==> src/sas_defines.svh <==
// Offsets, field positions, reset values and timing counts for the converter sequencer
`ifndef SAS_DEFINES_SVH
`define SAS_DEFINES_SVH
`define SAS_ADDR_MODE 16'hff80
`define SAS_ADDR_PINSEL 16'hff84
`define SAS_ADDR_RESULT 16'hff81
`define SAS_ADDR_EDGE 16'hff82
`define SAS_ADDR_FLAG 16'hff83
`define SAS_MODE_RESET 8'h01
`define SAS_PINSEL_RESET 4'h0
`define SAS_EDGE_RESET 2'h0
`define SAS_BIT_RUN 7
`define SAS_BIT_TRG 6
`define SAS_BIT_SPD_HI 5
`define SAS_BIT_SPD_LO 4
`define SAS_CH_MSB 3
`define SAS_CH_LSB 1
`define SAS_BIT_HS 0
`define SAS_PINSEL_MAX 4'h8
// Clock cycles per quarter of an fx period; times below are in quarter-fx units
`define SAS_CLK_PER_QFX 8'h01
`define SAS_SMP_80 8'h24
`define SAS_DLY_80 8'h18
`define SAS_BIT_80 8'h20
`define SAS_SMP_40 8'h12
`define SAS_DLY_40 8'h0c
`define SAS_BIT_40 8'h10
`define SAS_SMP_50 8'h15
`define SAS_DLY_50 8'h12
`define SAS_BIT_50 8'h14
`define SAS_SMP_100 8'h2a
`define SAS_DLY_100 8'h24
`define SAS_BIT_100 8'h28
`endif

==> src/sas_pkg.sv <==
// Types shared by the converter sequencer
package sas_pkg;
  typedef enum logic [2:0] {
    SAS_IDLE = 3'b000,
    SAS_WAIT = 3'b001,
    SAS_DELAY = 3'b010,
    SAS_SAMPLE = 3'b011,
    SAS_BITS = 3'b100
  } sas_state_e;

  typedef struct packed {
    sas_state_e st;
    logic [7:0] mode;
    logic [3:0] pinsel;
    logic [1:0] edge_mode;
    logic [7:0] approximation_reg;
    logic [2:0] bit_idx;
    logic [7:0] cnt;
    logic [7:0] div;
    logic [7:0] result;
    logic flag;
    logic irq;
    logic [7:0] rdata;
    logic trg_s1;
    logic trg_s2;
    logic trg_s3;
    logic [7:0] analog_en;
    logic [7:0] pullup_en;
    logic smp_on;
    logic conv_on;
  } sas_regs_s;
endpackage : sas_pkg

==> src/sas_sequencer.sv <==
// Successive-approximation converter sequencer with its CPU register port
`timescale 1ns/100ps
`default_nettype none
`include "sas_defines.svh"

// Notes on behaviour
// - Pin-select code n (0..8) makes pins 0..n-1 analog, rest stay ports.
// - Pin-select resets to zero and its upper four bits read zero.
// - Analog pins never get the internal pull-up, whatever the option bit says.
// - After sampling, set MSB, compare against half reference, keep if at or above.
// - Each lower bit is set, tap follows decided bits, kept when input >= tap.
// - After bit 0 the approximation is copied to the result and interrupt raised.
// - Conversions repeat while the run bit is one; clearing it stops them.
// - Result register content after reset is undefined.
// - Sampling and start delay follow speed setting, doubled for halved clock.
// - Result is INT(Vin/Vref*256+0.5), half-step rounding by the taps.
// - Trigger select and run set: wait, each valid edge seen while waiting starts one conversion.
// - Hardware start: after completion stay idle until the next edge.
// - Hardware start: rewrite with run set aborts and waits for a fresh edge.
// - Either mode: rewrite clearing run stops the conversion at once.
// - Software start: convert at once and restart back to back on completion.
// - Software start: rewrite with run set restarts with the new settings.
// - Every completion without a pin-select write in its cycle sets the end flag so software can poll it.
// - Trigger edge chosen by a separate edge-mode register resetting to zero.
// - Mode register holds run, trigger, speed, channel, high-speed; resets 01H.
// - Mode or pin-select write in the completion cycle suppresses store and irq.
// - A result read in the completion cycle returns the old value first.
module sas_sequencer (
  input wire logic clk,
  input wire logic rst_b,
  input wire logic [15:0] reg_addr,
  input wire logic reg_wr,
  input wire logic reg_rd,
  input wire logic [7:0] reg_wdata,
  output logic [7:0] reg_rdata,
  input wire logic clock_divide_select,
  input wire logic port_pullup_option_bit,
  input wire logic external_trigger_input,
  input wire logic comp_ge,
  output logic [7:0] tap_code,
  output logic [2:0] channel_sel,
  output logic sample_on,
  output logic converting,
  output logic [7:0] analog_pin_en,
  output logic [7:0] pullup_en,
  output logic conversion_end_irq,
  output logic conversion_end_flag
);
  logic rst_m_b;
  logic rst_s_b;
  sas_pkg::sas_regs_s q;
  sas_pkg::sas_regs_s d;

  // Reset release through two stages; assertion stays asynchronous
  always_ff @(posedge clk or negedge rst_b) begin
    if (!rst_b) begin
      rst_m_b <= 1'b0;
      rst_s_b <= 1'b0;
    end else begin
      rst_m_b <= 1'b1;
      rst_s_b <= rst_m_b;
    end
  end

  logic [7:0] smp_t;
  logic [7:0] dly_t;
  logic [7:0] bit_t;
  logic tick;
  logic mode_wr;
  logic pin_wr;
  logic trg_edge;
  logic run_new;
  logic trg_new;
  logic edge_wr;
  logic flag_clr;
  logic [7:0] tm_mode;

  // A mode write times its first delay from the speed it writes, not the one it replaces
  assign tm_mode = mode_wr ? reg_wdata : q.mode;

  // Per-speed timing; unlisted codes fall back to the 80 row (code 001)
  always_comb begin
    case ({tm_mode[`SAS_BIT_SPD_HI], tm_mode[`SAS_BIT_SPD_LO], tm_mode[`SAS_BIT_HS]})
      3'b001: begin
        smp_t = `SAS_SMP_80;
        dly_t = `SAS_DLY_80;
        bit_t = `SAS_BIT_80;
      end
      3'b011: begin
        smp_t = `SAS_SMP_40;
        dly_t = `SAS_DLY_40;
        bit_t = `SAS_BIT_40;
      end
      3'b100: begin
        smp_t = `SAS_SMP_50;
        dly_t = `SAS_DLY_50;
        bit_t = `SAS_BIT_50;
      end
      3'b101: begin
        smp_t = `SAS_SMP_100;
        dly_t = `SAS_DLY_100;
        bit_t = `SAS_BIT_100;
      end
      default: begin
        smp_t = `SAS_SMP_80;
        dly_t = `SAS_DLY_80;
        bit_t = `SAS_BIT_80;
      end
    endcase
    // Halved clock doubles every span, bit time included
    if (!clock_divide_select) begin
      smp_t = {smp_t[6:0], 1'b0};
      dly_t = {dly_t[6:0], 1'b0};
      bit_t = {bit_t[6:0], 1'b0};
    end
  end

  assign tick = (q.div == 8'h00);
  assign mode_wr = reg_wr && (reg_addr == `SAS_ADDR_MODE);
  assign pin_wr = reg_wr && (reg_addr == `SAS_ADDR_PINSEL);
  assign run_new = reg_wdata[`SAS_BIT_RUN];
  assign trg_new = reg_wdata[`SAS_BIT_TRG];
  assign edge_wr = reg_wr && (reg_addr == `SAS_ADDR_EDGE);
  assign flag_clr = reg_wr && (reg_addr == `SAS_ADDR_FLAG) && !reg_wdata[0];

  // Edge codes: 00 falling, 01 rising, others both edges
  always_comb begin
    case (q.edge_mode)
      2'b00: trg_edge = q.trg_s3 && !q.trg_s2;
      2'b01: trg_edge = !q.trg_s3 && q.trg_s2;
      2'b10: trg_edge = q.trg_s3 ^ q.trg_s2;
      2'b11: trg_edge = q.trg_s3 ^ q.trg_s2;
      default: trg_edge = 1'b0;
    endcase
  end

  always_comb begin
    d = q;
    d.irq = 1'b0;
    // Two flops settle the pin; the third keeps the previous level for the edge test
    d.trg_s1 = external_trigger_input;
    d.trg_s2 = q.trg_s1;
    d.trg_s3 = q.trg_s2;
    // At one clock per quarter-fx the divider rests at zero and every cycle ticks
    d.div = tick ? (`SAS_CLK_PER_QFX - 8'h01) : (q.div - 8'h01);
    // Registered read: a read in the completion cycle sees the old result
    if (reg_rd) begin
      case (reg_addr)
        `SAS_ADDR_MODE: d.rdata = q.mode;
        `SAS_ADDR_PINSEL: d.rdata = {4'h0, q.pinsel};
        `SAS_ADDR_RESULT: d.rdata = q.result;
        `SAS_ADDR_EDGE: d.rdata = {6'h00, q.edge_mode};
        `SAS_ADDR_FLAG: d.rdata = {7'h00, q.flag};
        default: d.rdata = 8'h00;
      endcase
    end

    if (pin_wr) begin
      d.pinsel = reg_wdata[3:0];
    end
    if (edge_wr) begin
      d.edge_mode = reg_wdata[1:0];
    end
    // Mode writes leave the flag alone; only its own register clears it
    if (flag_clr) begin
      d.flag = 1'b0;
    end

    // A mode write overrides the sequencer in every state, so it never meets a completion
    if (mode_wr) begin
      d.mode = reg_wdata;
      d.approximation_reg = 8'h00;
      if (!run_new) begin
        d.st = sas_pkg::SAS_IDLE;
      end else if (trg_new) begin
        d.st = sas_pkg::SAS_WAIT;
      end else begin
        d.st = sas_pkg::SAS_DELAY;
        d.cnt = dly_t;
      end
    end else begin
      case (q.st)
        sas_pkg::SAS_IDLE: begin
          if (q.mode[`SAS_BIT_RUN]) begin
            d.st = q.mode[`SAS_BIT_TRG] ? sas_pkg::SAS_WAIT : sas_pkg::SAS_DELAY;
            d.cnt = dly_t;
          end
        end

        sas_pkg::SAS_WAIT: begin
          // Edges seen in other states are simply dropped
          if (trg_edge) begin
            d.st = sas_pkg::SAS_DELAY;
            d.cnt = dly_t;
          end
        end

        sas_pkg::SAS_DELAY: begin
          if (tick) begin
            if (q.cnt <= 8'h01) begin
              d.st = sas_pkg::SAS_SAMPLE;
              d.cnt = smp_t;
            end else begin
              d.cnt = q.cnt - 8'h01;
            end
          end
        end

        sas_pkg::SAS_SAMPLE: begin
          if (tick) begin
            if (q.cnt <= 8'h01) begin
              d.st = sas_pkg::SAS_BITS;
              d.approximation_reg = 8'h80;
              d.bit_idx = 3'h7;
              d.cnt = bit_t;
            end else begin
              d.cnt = q.cnt - 8'h01;
            end
          end
        end

        sas_pkg::SAS_BITS: begin
          if (tick) begin
            if (q.cnt <= 8'h01) begin
              // The tap is the trial code itself, so kept bits fix the rounding
              d.approximation_reg[q.bit_idx] = comp_ge;
              d.cnt = bit_t;
              if (q.bit_idx == 3'h0) begin
                if (!pin_wr) begin
                  d.result = {q.approximation_reg[7:1], comp_ge};
                  d.irq = 1'b1;
                  d.flag = 1'b1;
                end
                if (q.mode[`SAS_BIT_TRG]) begin
                  d.st = sas_pkg::SAS_WAIT;
                end else begin
                  d.st = sas_pkg::SAS_DELAY;
                  d.cnt = dly_t;
                end
              end else begin
                d.bit_idx = q.bit_idx - 3'h1;
                d.approximation_reg[q.bit_idx - 3'h1] = 1'b1;
              end
            end else begin
              d.cnt = q.cnt - 8'h01;
            end
          end
        end
        default: d.st = sas_pkg::SAS_IDLE;
      endcase
    end

    // Prohibited pin counts above eight are clamped to all-analog
    for (int i = 0; i < 8; i++) begin
      d.analog_en[i] = (4'(i) < d.pinsel) || (d.pinsel > `SAS_PINSEL_MAX);
      d.pullup_en[i] = port_pullup_option_bit && !d.analog_en[i];
    end

    // Status pins are registered decodes of the next state, so they switch with it
    d.smp_on = (d.st == sas_pkg::SAS_SAMPLE);
    d.conv_on = (d.st == sas_pkg::SAS_BITS);
  end

  always_ff @(posedge clk or negedge rst_s_b) begin
    if (!rst_s_b) begin
      q.st <= sas_pkg::SAS_IDLE;
      q.mode <= `SAS_MODE_RESET;
      q.pinsel <= `SAS_PINSEL_RESET;
      q.edge_mode <= `SAS_EDGE_RESET;
      q.approximation_reg <= 8'h00;
      q.bit_idx <= 3'h0;
      q.cnt <= 8'h00;
      q.div <= 8'h00;
      q.result <= 8'h00; // Cleared for tidiness only; software must not rely on it
      q.flag <= 1'b0;
      q.irq <= 1'b0;
      q.rdata <= 8'h00;
      q.trg_s1 <= 1'b0;
      q.trg_s2 <= 1'b0;
      q.trg_s3 <= 1'b0;
      q.analog_en <= 8'h00;
      q.pullup_en <= 8'h00;
      q.smp_on <= 1'b0;
      q.conv_on <= 1'b0;
    end else begin
      q <= d;
    end
  end

  assign reg_rdata = q.rdata;
  assign tap_code = q.approximation_reg;
  assign channel_sel = q.mode[`SAS_CH_MSB:`SAS_CH_LSB];
  assign sample_on = q.smp_on;
  assign converting = q.conv_on;
  assign analog_pin_en = q.analog_en;
  assign pullup_en = q.pullup_en;
  assign conversion_end_irq = q.irq;
  assign conversion_end_flag = q.flag;
endmodule : sas_sequencer
`default_nettype wire

==> config.mk <==
export PLATFORM = sky130hd
export DESIGN_NAME = sas_sequencer
export DESIGN_NICKNAME = d
export VERILOG_FILES = /design/src/sas_pkg.sv /design/src/sas_sequencer.sv
export VERILOG_INCLUDE_DIRS = /design/src
export SDC_FILE = /design/constraint.sdc
export NUM_CORES = 1
export LEC_CHECK = 0
export ABC_AREA = 1
export CAP_MARGIN = 20
export CORE_MARGIN = 4
export CORE_UTILIZATION = 55
export CTS_CLUSTER_DIAMETER = 50
export DETAILED_ROUTE_END_ITERATION = 6
export DONT_BUFFER_PORTS = 1
export PLACE_DENSITY = 0.8
export SLEW_MARGIN = 15
export SYNTH_ARGS = -nofsm -noshare
export SYNTH_HDL_FRONTEND = slang
export SYNTH_SLANG_ARGS = --single-unit
==> constraint.sdc <==
create_clock -name clk -period 3.47 [get_ports clk]
set_input_delay 0.347 -clock clk [delete_from_list [all_inputs] [get_ports clk]]
set_output_delay 0.347 -clock clk [all_outputs]
set_load 0.02 [all_outputs]
======== Word level (Yosys, flattened, before mapping) ========
Cells that the tools add are included.
cells by class
  magnitude comparators ................... 14
  bitwise logic cells ..................... 4
  add/subtract/negate cells ............... 3
  reductions and logical operators ........ 48
  eq/ne operators ......................... 31
  muxes and demuxes ....................... 56
operator list
  kind                  number
  $mux 8                16
  $eq 16x16->1 const B  5
  $pmux 8 s5            2
  $pmux 6 s3            3
  $mux 19               2
  $mux 11               3
  $mux 3                10
  $pmux 11 s2           1
  $ne 3x3->1 const B    7
  $mux 2                9
  $logic_and 1x1->1     17
  $lt 3x4->1 const A    4
  $sub 8x1->8 const B   2
  $pmux 3 s5            1
  $ne 2x2->1 const B    7
  $eq 3x2->1 const B    4
  $eq 3x3->1 const B    4
  $logic_not 1->1       11
  $bwmux 8              1
  $le 8x1->1 const B    1
  $logic_not 8->1       1
  $logic_or 1x1->1      8
  $lt 1x4->1 const A    2
  $lt 2x4->1 const A    2
  25 further kinds      33
storage, ports and cells
  word-level logic and storage cells ...... 178
  flip-flop bits (word level) ............. 85

======== Longest topological paths before layout ========
Gate-level depths: netlist of the first run.
  depth in word-level cells ............... 12
  depth in mapped cells ................... 17
  mapped depth without buffers ............ 16

======== Worst setup path after synthesis of the first run ========
OpenSTA, ideal clock, no wires.
  path kind ............................... flip-flop to flip-flop
  start point ............................. register q[39] in the netlist's numbering
  end point ............................... register q[34] in the netlist's numbering
  data arrival time ....................... 1.848 ns
  slack ................................... 1.505 ns
  cell stages (with the launch flop) ...... 13
  path buffers ............................ 1
  required time ........................... 3.352 ns
  path through ............................ dfrtp_1 inv_1 ha_1 nand2_2 nor2_4 nand2_2 nor3_4 nand2_4 nor2_1 nand3_1 buf_4 nand2_1 o21ai_2
between the ends
  cells in the longest elaborated chain, start to end .. 2
ends and longest elaborated chain
  element                     RTL line              text
  start: declaration          sas_sequencer.sv:51   sas_pkg::sas_regs_s q;
  $logic_not 8->1             sas_sequencer.sv:118  assign tick = (q.div == 8'h00);
  $reduce_and 6->1 (no line)  --
No other way between the ends.
A chain may end at the register's enable or synchronous reset.

======== Final worst setup path of the first run ========
  start point ............................. register q[39] in the netlist's numbering
  end point ............................... register q[38] in the netlist's numbering
The elaborated chain is that of the path after synthesis.

==> results of run 1 <==
[cell usage in the layout (no fill, tap or decap), drive strengths merged, types with 3 or more instances in the layout]
master / n
ha: 7
o21ai: 64
dfrtp: 83
clkinv: 3
xnor2: 3
a21oi: 17
o22ai: 7
xor2: 6
nand4: 11
inv: 89
clkbuf: 11
nor2: 53
o211ai: 3
nand3: 41
nor3: 12
nand2: 154
[worst register-to-register path, delay by kind of cell, from the launching register on]
family / cells / cell delay, ps
AO/OA/AOI/OAI: 1 / 100
AND/OR/NAND/NOR: 8 / 1540
adder cells (fa/ha/maj): 1 / 190
buffers and inverters: 2 / 380
flip-flops: 1 / 380
[cell usage after synthesis, drive strengths merged, types with 2 or more instances]
library cell,n
nand2,154
inv,89
dfrtp,83
o21ai,64
nor2,53
buf,42
nand3,41
a21oi,17
nor3,12
nand4,11
ha,7
o22ai,7
xor2,6
o211ai,3
xnor2,3
a21boi,2
or2,2
[state kept, by name (all words and copies together) (netlist names)]
signal / cells
rst_m_b: 1
tap_code: 8
q: 41
analog_pin_en: 8
channel_sel: 3
sample_on: 1
converting: 1
reg_rdata: 8
d: 2
conversion_end_irq: 1
conversion_end_flag: 1
pullup_en: 8
rst_s_b: 1
[cell type report]
cell class / count / share of cell area [%]
inverters: 90 / 6.87
clock inverters: 5 / 1.73
multi-input cells: 395 / 42.0
flip-flops and latches: 84 / 42.7
well taps: 105 / 2.66
repair buffers: 4 / 1.12
clock buffers: 11 / 2.87
[power groups by stage]
| stage | Combinational [W] | Clock, W | Sequential (W) |
|---|---|---|---|
| finish | 0.000643 | 0.000796 | 0.00116 |
| global route | 0.000733 | 0.000852 | 0.00117 |
| CTS | 0.000623 | 0.000808 | 0.00117 |
| detailed placement | 0.000619 | 0 | 0.00119 |
| global placement | 0.000602 | 0 | 0.00118 |
| floorplan | 0.000543 | 0 | 0.00114 |
[logic make-up (layout without fill, tap and decap cells)]
logic type | Yosys count | in the layout | share of synthesized area (%)
DFF | 84 | 84 | 43.5
adders and majority gates | 7 | 7 | 1.81
and+or+nand+nor | 277 | 277 | 27.1
other | 1 | 1 | 0.0776
AOI/OAI and AO/OA | 101 | 101 | 12.3
buffers and inverters | 133 | 110 | 13.6
xor gates and xnor gates | 9 | 9 | 1.63
[routing by layer]
layer	vias to the layer above	track usage, %
met1	1850	28.2
met5	-	0
li1	1878	-
met4	0	8.08
met3	25	6.68
met2	177	34.5
[final timing paths]
| path | end | cells after the start |
|---|---|---|
| setup reg to reg | q[38]$_DFFE_PN0P_ | 12 |
| min in group asynchronous | rst_m_b$_DFF_PN0_ | 1 |
| hold reg to reg | q[45]$_DFF_PN0_ | 0 |
| setup / recovery | q[38]$_DFFE_PN0P_ | 12 |
| max in group asynchronous | q[72]$_DFF_PN1_ | 1 |
| hold / removal | reg_rdata[7]$_DFFE_PN0P_ | 2 |
[stage by stage]
| step | cells | total power [W] | area [um2] | hold WS [ps] | utilization, % |
|---|---|---|---|---|---|
| 2_1_floorplan | 612 | 0.00169 | 4830 | 51.4 | - |
| 4_1_cts | 693 | 0.00260 | 4900 | 82.3 | 58.5 |
| 6_report | 694 | 0.00260 | 4930 | 85.9 | 58.8 |
| 3_5_place_dp | 675 | 0.00181 | 4660 | 51.5 | 55.6 |
| 3_3_place_gp | 675 | 0.00179 | 4660 | 51.5 | 55.6 |
| 5_1_grt | 694 | 0.00275 | 4930 | 99.5 | 58.8 |
==> flow_summary.ini, run 1 <==
[drt]
drtAntennaViolNets = 0
wl_per_cell_um = 15.7
top_layer_used = met4
wl_met3_mm = 1.05
drc_errors = 0
vias = 3930
wl_met1_mm = 4.51
first_pass_iters = 6
wl_met2_mm = 5.10
viasPerCell = 5.66
routed_wl_mm = 10.9
drt_iter0_drc = 325

[worst_setup_path]
path_delay_family = simple AND/OR/NAND/NOR gates
crit_chain = inv_1 -> ha_1 -> nand2_2 -> nor2_4 -> nand2_2 -> nor3_4 -> nand2_4 -> nor2_1 -> nand3_1 -> inv_1 -> nand2_1 -> o21ai_0
slowest_delay_ps = 470
critPathKind = flip-flop to flip-flop
cpMaxStageDelayCell = nand3_1
worstPathMaxFanout = 14
arrival_ps = 2950
r2r_setup_slack_ps = 790
end_kind = flip-flop
crit_path_start = q[39]$_DFF_PN0_
worst-path-buf-inv = 2
startpoint_type = flip-flop
worstPathRequired_ps = 3750
crit-reg2reg-launch = q[39]$_DFF_PN0_

[clock_tree]
cts_setup_buffers = 0
cts_tree = built
ctsHoldBuffers = 2
clock_sinks = 84
cts_root_buf = clkbuf_8
clk_pin_slew_ps = 90
cts_buffers = 9
htreeDepth = 3
cts_resized = 0
clock_latency_ps = 370
clockBufferDepth = 2

[layout]
seqCellArea_mm2 = 0.00211
nets = 623
syn2layout_area_growth_pct = 2.07
num_antenna_cells = 0
n_fill_cell = 725
drive_gt1_share_pct = 10.9
multi_input_area_mm2 = 0.00207

[die]
dieWidth_um = 102
die_h_um = 102
initial_core_util_pct = 57.7
rows = 33
coreArea_mm2 = 0.00838
die-area_mm2 = 0.0103
io_pins = 71

[logic_synthesis]
synth_warnings = 0
netlist_area_mm2 = 0.00483
synthDistinctLibCells = 50
synth_nets = 651
ys.flop_type = dfrtp_1
synth_top_area_cell = dfrtp_1
synthArstFlopShare_pct = 100
ys_top_cells_by_area = dfrtp_1 (43%), nand2_1 (11%), inv_1 (6.8%)
ys_seq_area_share_pct = 43.5
synth_top_area_share_pct = 43.0
netlist_instances = 612
synth_edf_count = 0
ys_ff_latch = 84
syn_area_per_cell_um2 = 7.90

[power]
power.share.sequential_pct = 44.6
leakage_nw = 2.53
power_frac_clock_pct = 30.6
pwr-share-comb_pct = 24.8
power_switching_w = 0.000875
p_int_w = 0.00172
ir_drop_mv = 0.317
p_per_area_mw_per_mm2 = 527
switching_share_pct = 33.7

[hold_path]
min_from = reg_rd
hold_path.class = primary input to flip-flop

[placement]
port_buffers = 0
place.gp.congestion = 0.959
hpwl_mm = 8.09
dp_slack_ps = 666

[timing]
post-route-period-util_pct = 77.2
fin_crit_ps = 2680
relSlewSlack_pct = 59.9
hold_viol = 0
finalSetupViolCount = 0
fin_setup_tns_ps = 0
worst_slew_pin_slew_ps = 600
rsz0062_at_grt = false
layout_setup_ws_ps = 792
report.final.slew_viol_count = 0
fin_skew_ps = 13.6
clock.fmax_mhz = 373

[grt]
grt_usage_pct = 21.8
grt_start_max_net_pins = 83
grt_pass1_vias = 3722
overflow = 0
antenna_found_initial = 0
grt_pass1_wl_mm = 17.7

[run]
max_cap_viol_count = 0

[outcome]
status = finished clean
(Power assumes the default switching activity.)
==> run 2: changes to the inputs <==
--- a/config.mk
+++ b/config.mk
@@ -6,7 +6,7 @@
 export SDC_FILE = /design/constraint.sdc
 export NUM_CORES = 1
 export LEC_CHECK = 0
-export ABC_AREA = 1
+export ABC_AREA = 0
 export CAP_MARGIN = 20
 export CORE_MARGIN = 4
 export CORE_UTILIZATION = 55
==> constraint.sdc (replaced) <==
create_clock -name clk -period 2.8 [get_ports clk]
set_input_delay 0.28 -clock clk [delete_from_list [all_inputs] [get_ports clk]]
set_output_delay 0.28 -clock clk [all_outputs]
set_load 0.02 [all_outputs]
==> run 2 against run 1 <==
Against the previous run:
- maximum frequency is 0.35% higher
- highest routed layer unchanged
- sequential power is 9% higher
- register-to-register slack worse by 660 ps
- worst setup slack worse by 660 ps
- largest power group unchanged
- the run now ends with DRC left
- sequential share of layout area is 2.3 points lower
- final cell count is 3.9% lower
- largest cell class is now multi-input gates
==> flow_summary.ini, run 2 <==
[outcome]
status = finished with violations
violations = DRC

[clock_tree]
clk_pin_slew_ps = 100
clock_sinks = 84
cts_buffers = 9
clockBufferDepth = 2
cts_root_buf = clkbuf_8
cts_tree = built
htreeDepth = 3
clock_latency_ps = 360

[die]
rows = 34
die-area_mm2 = 0.0107
coreArea_mm2 = 0.00876
io_pins = 71
initial_core_util_pct = 57.0
die_h_um = 103
dieWidth_um = 103

[power]
leakage_nw = 2.43
fin_total_pwr_w = 0.00226
ir_drop_mv = 0.269
p_per_area_mw_per_mm2 = 433

[logic_synthesis]
synth_warnings = 0
synth_nets = 610
ys_seq_area_share_pct = 42.1
synthArstFlopShare_pct = 100
synth_top_area_share_pct = 41.6
synth_common_cells = dfrtp_1 (83), nand2_1 (78), nor2_1 (44)
netlist_instances = 571
ys_top_cells_by_area = dfrtp_1 (42%), nand2_1 (5.9%), buf_4 (5.6%)
synth_edf_count = 0
synth.most_common_cell = dfrtp_1
netlist_area_mm2 = 0.00500
syn_area_per_cell_um2 = 8.75
synthDistinctLibCells = 73
synth_top_area_cell = dfrtp_1
ys.flop_type = dfrtp_1
ys_ff_latch = 84

[grt]
grt_usage_pct = 23.9
overflow = 0
grt_start_max_net_pins = 83
grt_pass1_wl_mm = 20.0
antenna_found_initial = 0
grt_pass1_vias = 4065

[placement]
place.gp.congestion = 0.942
place_inst = 641
port_buffers = 0
hpwl_mm = 8.71
dp_slack_ps = 8.11

[worst_setup_path]
worst-r2r-cell-count = 9
worstPathRequired_ps = 3050
startpoint_type = flip-flop
critPathKind = flip-flop to flip-flop
end_kind = flip-flop
worstPathMaxFanout = 8
arrival_ps = 2920

[hold_path]
hold_path.class = primary input to flip-flop
min_path_cells = 1

[layout]
syn2layout_area_growth_pct = 4.33
largest_reg_flops = 41
largest_register = q
final_cell_mix = dfrtp_1 (82), nand2_1 (78), nor2_1 (44)
drive_gt1_share_pct = 11.4
final_common_cell = dfrtp_1
finalNonFillerCells = 667
num_antenna_cells = 0
nets = 593

[timing]
layout_setup_ws_ps = 131
worst_slew_pin_slew_ps = 661
fin_crit_ps = 2670
fin_skew_ps = 10.7
relSlewSlack_pct = 55.9
clock.fmax_mhz = 375
post-route-period-util_pct = 95.3
rsz0062_at_grt = false
report.final.slew_viol_count = 0
fin_setup_tns_ps = 0
finalSetupViolCount = 0
whs_ps = 22.8
hold_viol = 0

[run]
max_cap_viol_count = 0

[drt]
vias = 4239
drtAntennaViolNets = 0
drt_iter0_drc = 380
wl_per_cell_um = 18.5
first_pass_iters = 7
drc_errors = 9
routed_wl_mm = 12.3
viasPerCell = 6.36
## run 2: worst paths after layout
path | from | to | slack [ps]
max | q[49]$_DFFE_PN0P_ | q[37]$_DFFE_PN0P_ | 130
max in group asynchronous | rst_s_b$_DFF_PN0_ | analog_pin_en[6]$_DFF_PN0_ | 1920
min | reg_rd | reg_rdata[1]$_DFFE_PN0P_ | 20
max reg2reg | q[49]$_DFFE_PN0P_ | q[37]$_DFFE_PN0P_ | 130
min reg2reg | rst_s_b$_DFF_PN0_ | tap_code[5]$_DFFE_PN0P_ | 290
min in group asynchronous | rst_b | rst_s_b$_DFF_PN0_ | 140
## run 2: stage by stage
| step | instance area [um2] | util, % |
|---|---|---|
| 6_report | 5210 | 59.5 |
| 3_3_place_gp | 4900 | 55.9 |
| 5_1_grt | 5210 | 59.5 |
| 2_1_floorplan | 5000 | - |
| 3_5_place_dp | 4900 | 55.9 |
| 4_1_cts | 5120 | 58.5 |
## run 2: layer usage
layer  GRT usage, %  routed length [um]  vias to the layer above
met5              0                   0                        -
met4           8.47                 321                        0
met3           6.24                1090                       34
met2           38.8                5860                      208
met1           31.0                5030                     2024
li1               -                   -                     1973
## run 2: timing repair
item / in CTS / in global routing
buffers inserted: 0 / 4
hold buffers: 3 / 2
pin swaps: 0 / 2
endpoints found under the setup margin: 1 / 3
hold endpoints to repair: 4 / 4
gates resized for setup: 1 / 3
## run 2: where the power goes
group | total [W] | internal [W] | switching, W
Sequential | 0.00127 | 0.00124 | 0.0000389
Combinational | 0.000145 | 0.0000606 | 0.0000840
Clock | 0.000839 | 0.000345 | 0.000493
Total | 0.00226 | 0.00164 | 0.000616
## run 2: final cells by class
cell class	instances	area (um2)
clock buffer	9	124
tap	108	135
fill	734	3550
clock inverter	7	68.8
sequential	84	2110
multi-input combinational	399	2400
inverter	30	113
timing repair buffer	30	262
## run 2: cells by family after synthesis
group	count (synthesis)	synth area share, %
DFF	84	42.1
AOI/OAI and AO/OA	152	19.8
muxes	15	3.46
buffers and inverters	88	9.99
adders and majority gates	7	1.75
other	1	0.0751
xor gates and xnor gates	6	1.05
and+or+nand+nor	218	21.8
## run 2: critical path: stages, from the launching register on
cell	delay, ps
dfrtp_1	420
or4_4	560
or4_4	530
nor3_4	190
buf_4	190
nand2_4	70
a311o_1	300
buf_4	170
nand2_1	80
nand2_1	50
==> run 3: changes to the inputs <==
--- a/config.mk
+++ b/config.mk
@@ -8,12 +8,14 @@
 export LEC_CHECK = 0
 export ABC_AREA = 0
 export CAP_MARGIN = 20
+export CELL_PAD_IN_SITES_DETAIL_PLACEMENT = 0
+export CELL_PAD_IN_SITES_GLOBAL_PLACEMENT = 1
 export CORE_MARGIN = 4
-export CORE_UTILIZATION = 55
+export CORE_UTILIZATION = 48
 export CTS_CLUSTER_DIAMETER = 50
 export DETAILED_ROUTE_END_ITERATION = 6
 export DONT_BUFFER_PORTS = 1
-export PLACE_DENSITY = 0.8
+export PLACE_DENSITY = 0.89
 export SLEW_MARGIN = 15
 export SYNTH_ARGS = -nofsm -noshare
 export SYNTH_HDL_FRONTEND = slang
==> run 3 against run 2 <==
Against the previous run:
- the flow now finishes without violations
- routed wire length increased by 0.88%
- clock skew increased by 5.4 ps
- combinational power decreased by 6%
==> flow_summary.ini, run 3 (same netlist as run 2, synthesis figures left out) <==
[clock_tree]
cts_setup_buffers = 0
cts_buffers = 9
clockBufferDepth = 2
clock_sinks = 84
htreeDepth = 3
cts_root_buf = clkbuf_8
cts_tree = built
clock_latency_ps = 360
clk_pin_slew_ps = 100

[worst_setup_path]
worstPathMaxFanout = 8
end_kind = flip-flop
worst-r2r-cell-count = 8
critPathKind = flip-flop to flip-flop
crit_path_start = q[49]$_DFFE_PN0P_
crit-reg2reg-launch = q[49]$_DFFE_PN0P_
worstPathRequired_ps = 3050
r2r_setup_slack_ps = 160
timing.rr.end = q[32]$_DFFE_PN0P_
crit_end = q[32]$_DFFE_PN0P_
arrival_ps = 2880
startpoint_type = flip-flop

[power]
ir_drop_mv = 0.275
p_per_area_mw_per_mm2 = 444
leakage_nw = 2.45

[drt]
routed_wl_mm = 12.4
drtAntennaViolNets = 0
first_pass_iters = 5
drt_iter0_drc = 357
drc_errors = 0
vias = 4198
wl_per_cell_um = 17.9
viasPerCell = 6.05

[layout]
multi_input_area_mm2 = 0.00240
utilization_pct = 53.0
num_antenna_cells = 0
final_cell_mix = dfrtp_1 (82), nand2_1 (78), nor2_1 (44)
seqCellArea_mm2 = 0.00211
drive_gt1_share_pct = 11.4
largest_reg_flops = 41
n_fill_cell = 896
nets = 595
syn2layout_area_growth_pct = 5.58
design_area_mm2 = 0.00528
largest_register = q
final_common_cell = dfrtp_1

[die]
die-area_mm2 = 0.0121
dieWidth_um = 110
die_h_um = 110
rows = 36
io_pins = 71
initial_core_util_pct = 50.2
coreArea_mm2 = 0.00995

[timing]
fin_setup_tns_ps = 0
hold_viol = 0
rsz0062_at_grt = false
finalSetupViolCount = 0
report.final.slew_viol_count = 0
fin_crit_ps = 2640
post-route-period-util_pct = 94.2
relSlewSlack_pct = 54.0
layout_setup_ws_ps = 164
worst_slew_pin_slew_ps = 673
clock.fmax_mhz = 379
fin_skew_ps = 16.1
whs_ps = 25.4

[placement]
dpl-instance-area_mm2 = 0.00497
hpwl_mm = 8.98
port_buffers = 0
place.gp.congestion = 0.894
dp_slack_ps = 125

[grt]
top_usage_layer = met2
grt_usage_pct = 21.2
grt_pass1_vias = 3993
grt_pass1_wl_mm = 20.1
use_met3_pct = 6.06
antenna_found_initial = 0
grt_start_max_net_pins = 83
gr-usage-met1_pct = 29.0
overflow = 0
use_met2_pct = 32.5

[hold_path]
hold_path.class = primary input to flip-flop

[run]
max_cap_viol_count = 0

[outcome]
status = finished clean
run 3: critical path: stages, from the launching register on:
cell	delay [ps]
dfrtp_1	430
or4_4	570
or4_4	530
nor3_4	280
nand2_4	100
a311o_1	320
buf_4	170
nand2_1	70
nand2_1	50
run 3: report_power, final:
part	switching [W]	internal, W
sequential	0.0000389	0.00124
combinational	0.0000814	0.0000553
clock	0.000496	0.000435
run 3: cell type report:
type                    count  share of cell area, %
flip-flops and latches     84                   39.9
well taps                 133                   3.15
inverters                  30                   2.13
repair buffers             32                   5.22
multi-input cells         399                   45.4
clock inverters             7                   1.76
clock buffers               9                   2.35
run 3: worst min path at each step:
stage / startpoint / endpoint / slack [ps] / depth (start not counted)
floorplan: rst_b / rst_m_b$_DFF_PN0_ / -20 / 0
detailed placement: rst_b / rst_m_b$_DFF_PN0_ / -20 / 0
global placement: rst_b / rst_m_b$_DFF_PN0_ / -20 / 0
finish: reg_wdata[1] / channel_sel[0]$_DFFE_PN0P_ / 30 / 2
CTS: reg_rd / reg_rdata[2]$_DFFE_PN0P_ / 5 / 1
global route: reg_wdata[7] / q[79]$_DFFE_PN0P_ / 20 / 2
run 3: metal layers:
metal / routed length [um] / vias up
met1: 5390 / 2013
met5: 0 / -
met2: 5620 / 180
met4: 183 / 0
met3: 1220 / 21
li1: - / 1984
run 3: what timing repair did:
item                                   in CTS  in global routing
endpoints found under the hold margin       9                  2
hold buffers                                5                  1
resized for setup                           0                  1
setup endpoints to repair                   0                  5
run 3: stage by stage:
| stage | std cells | total power [W] |
|---|---|---|
| 3_3_place_gp | 671 | 0.00142 |
| 4_1_cts | 692 | 0.00236 |
| 5_1_grt | 694 | 0.00245 |
| 6_report | 694 | 0.00234 |
| 2_1_floorplan | 571 | 0.00140 |
| 3_5_place_dp | 671 | 0.00142 |
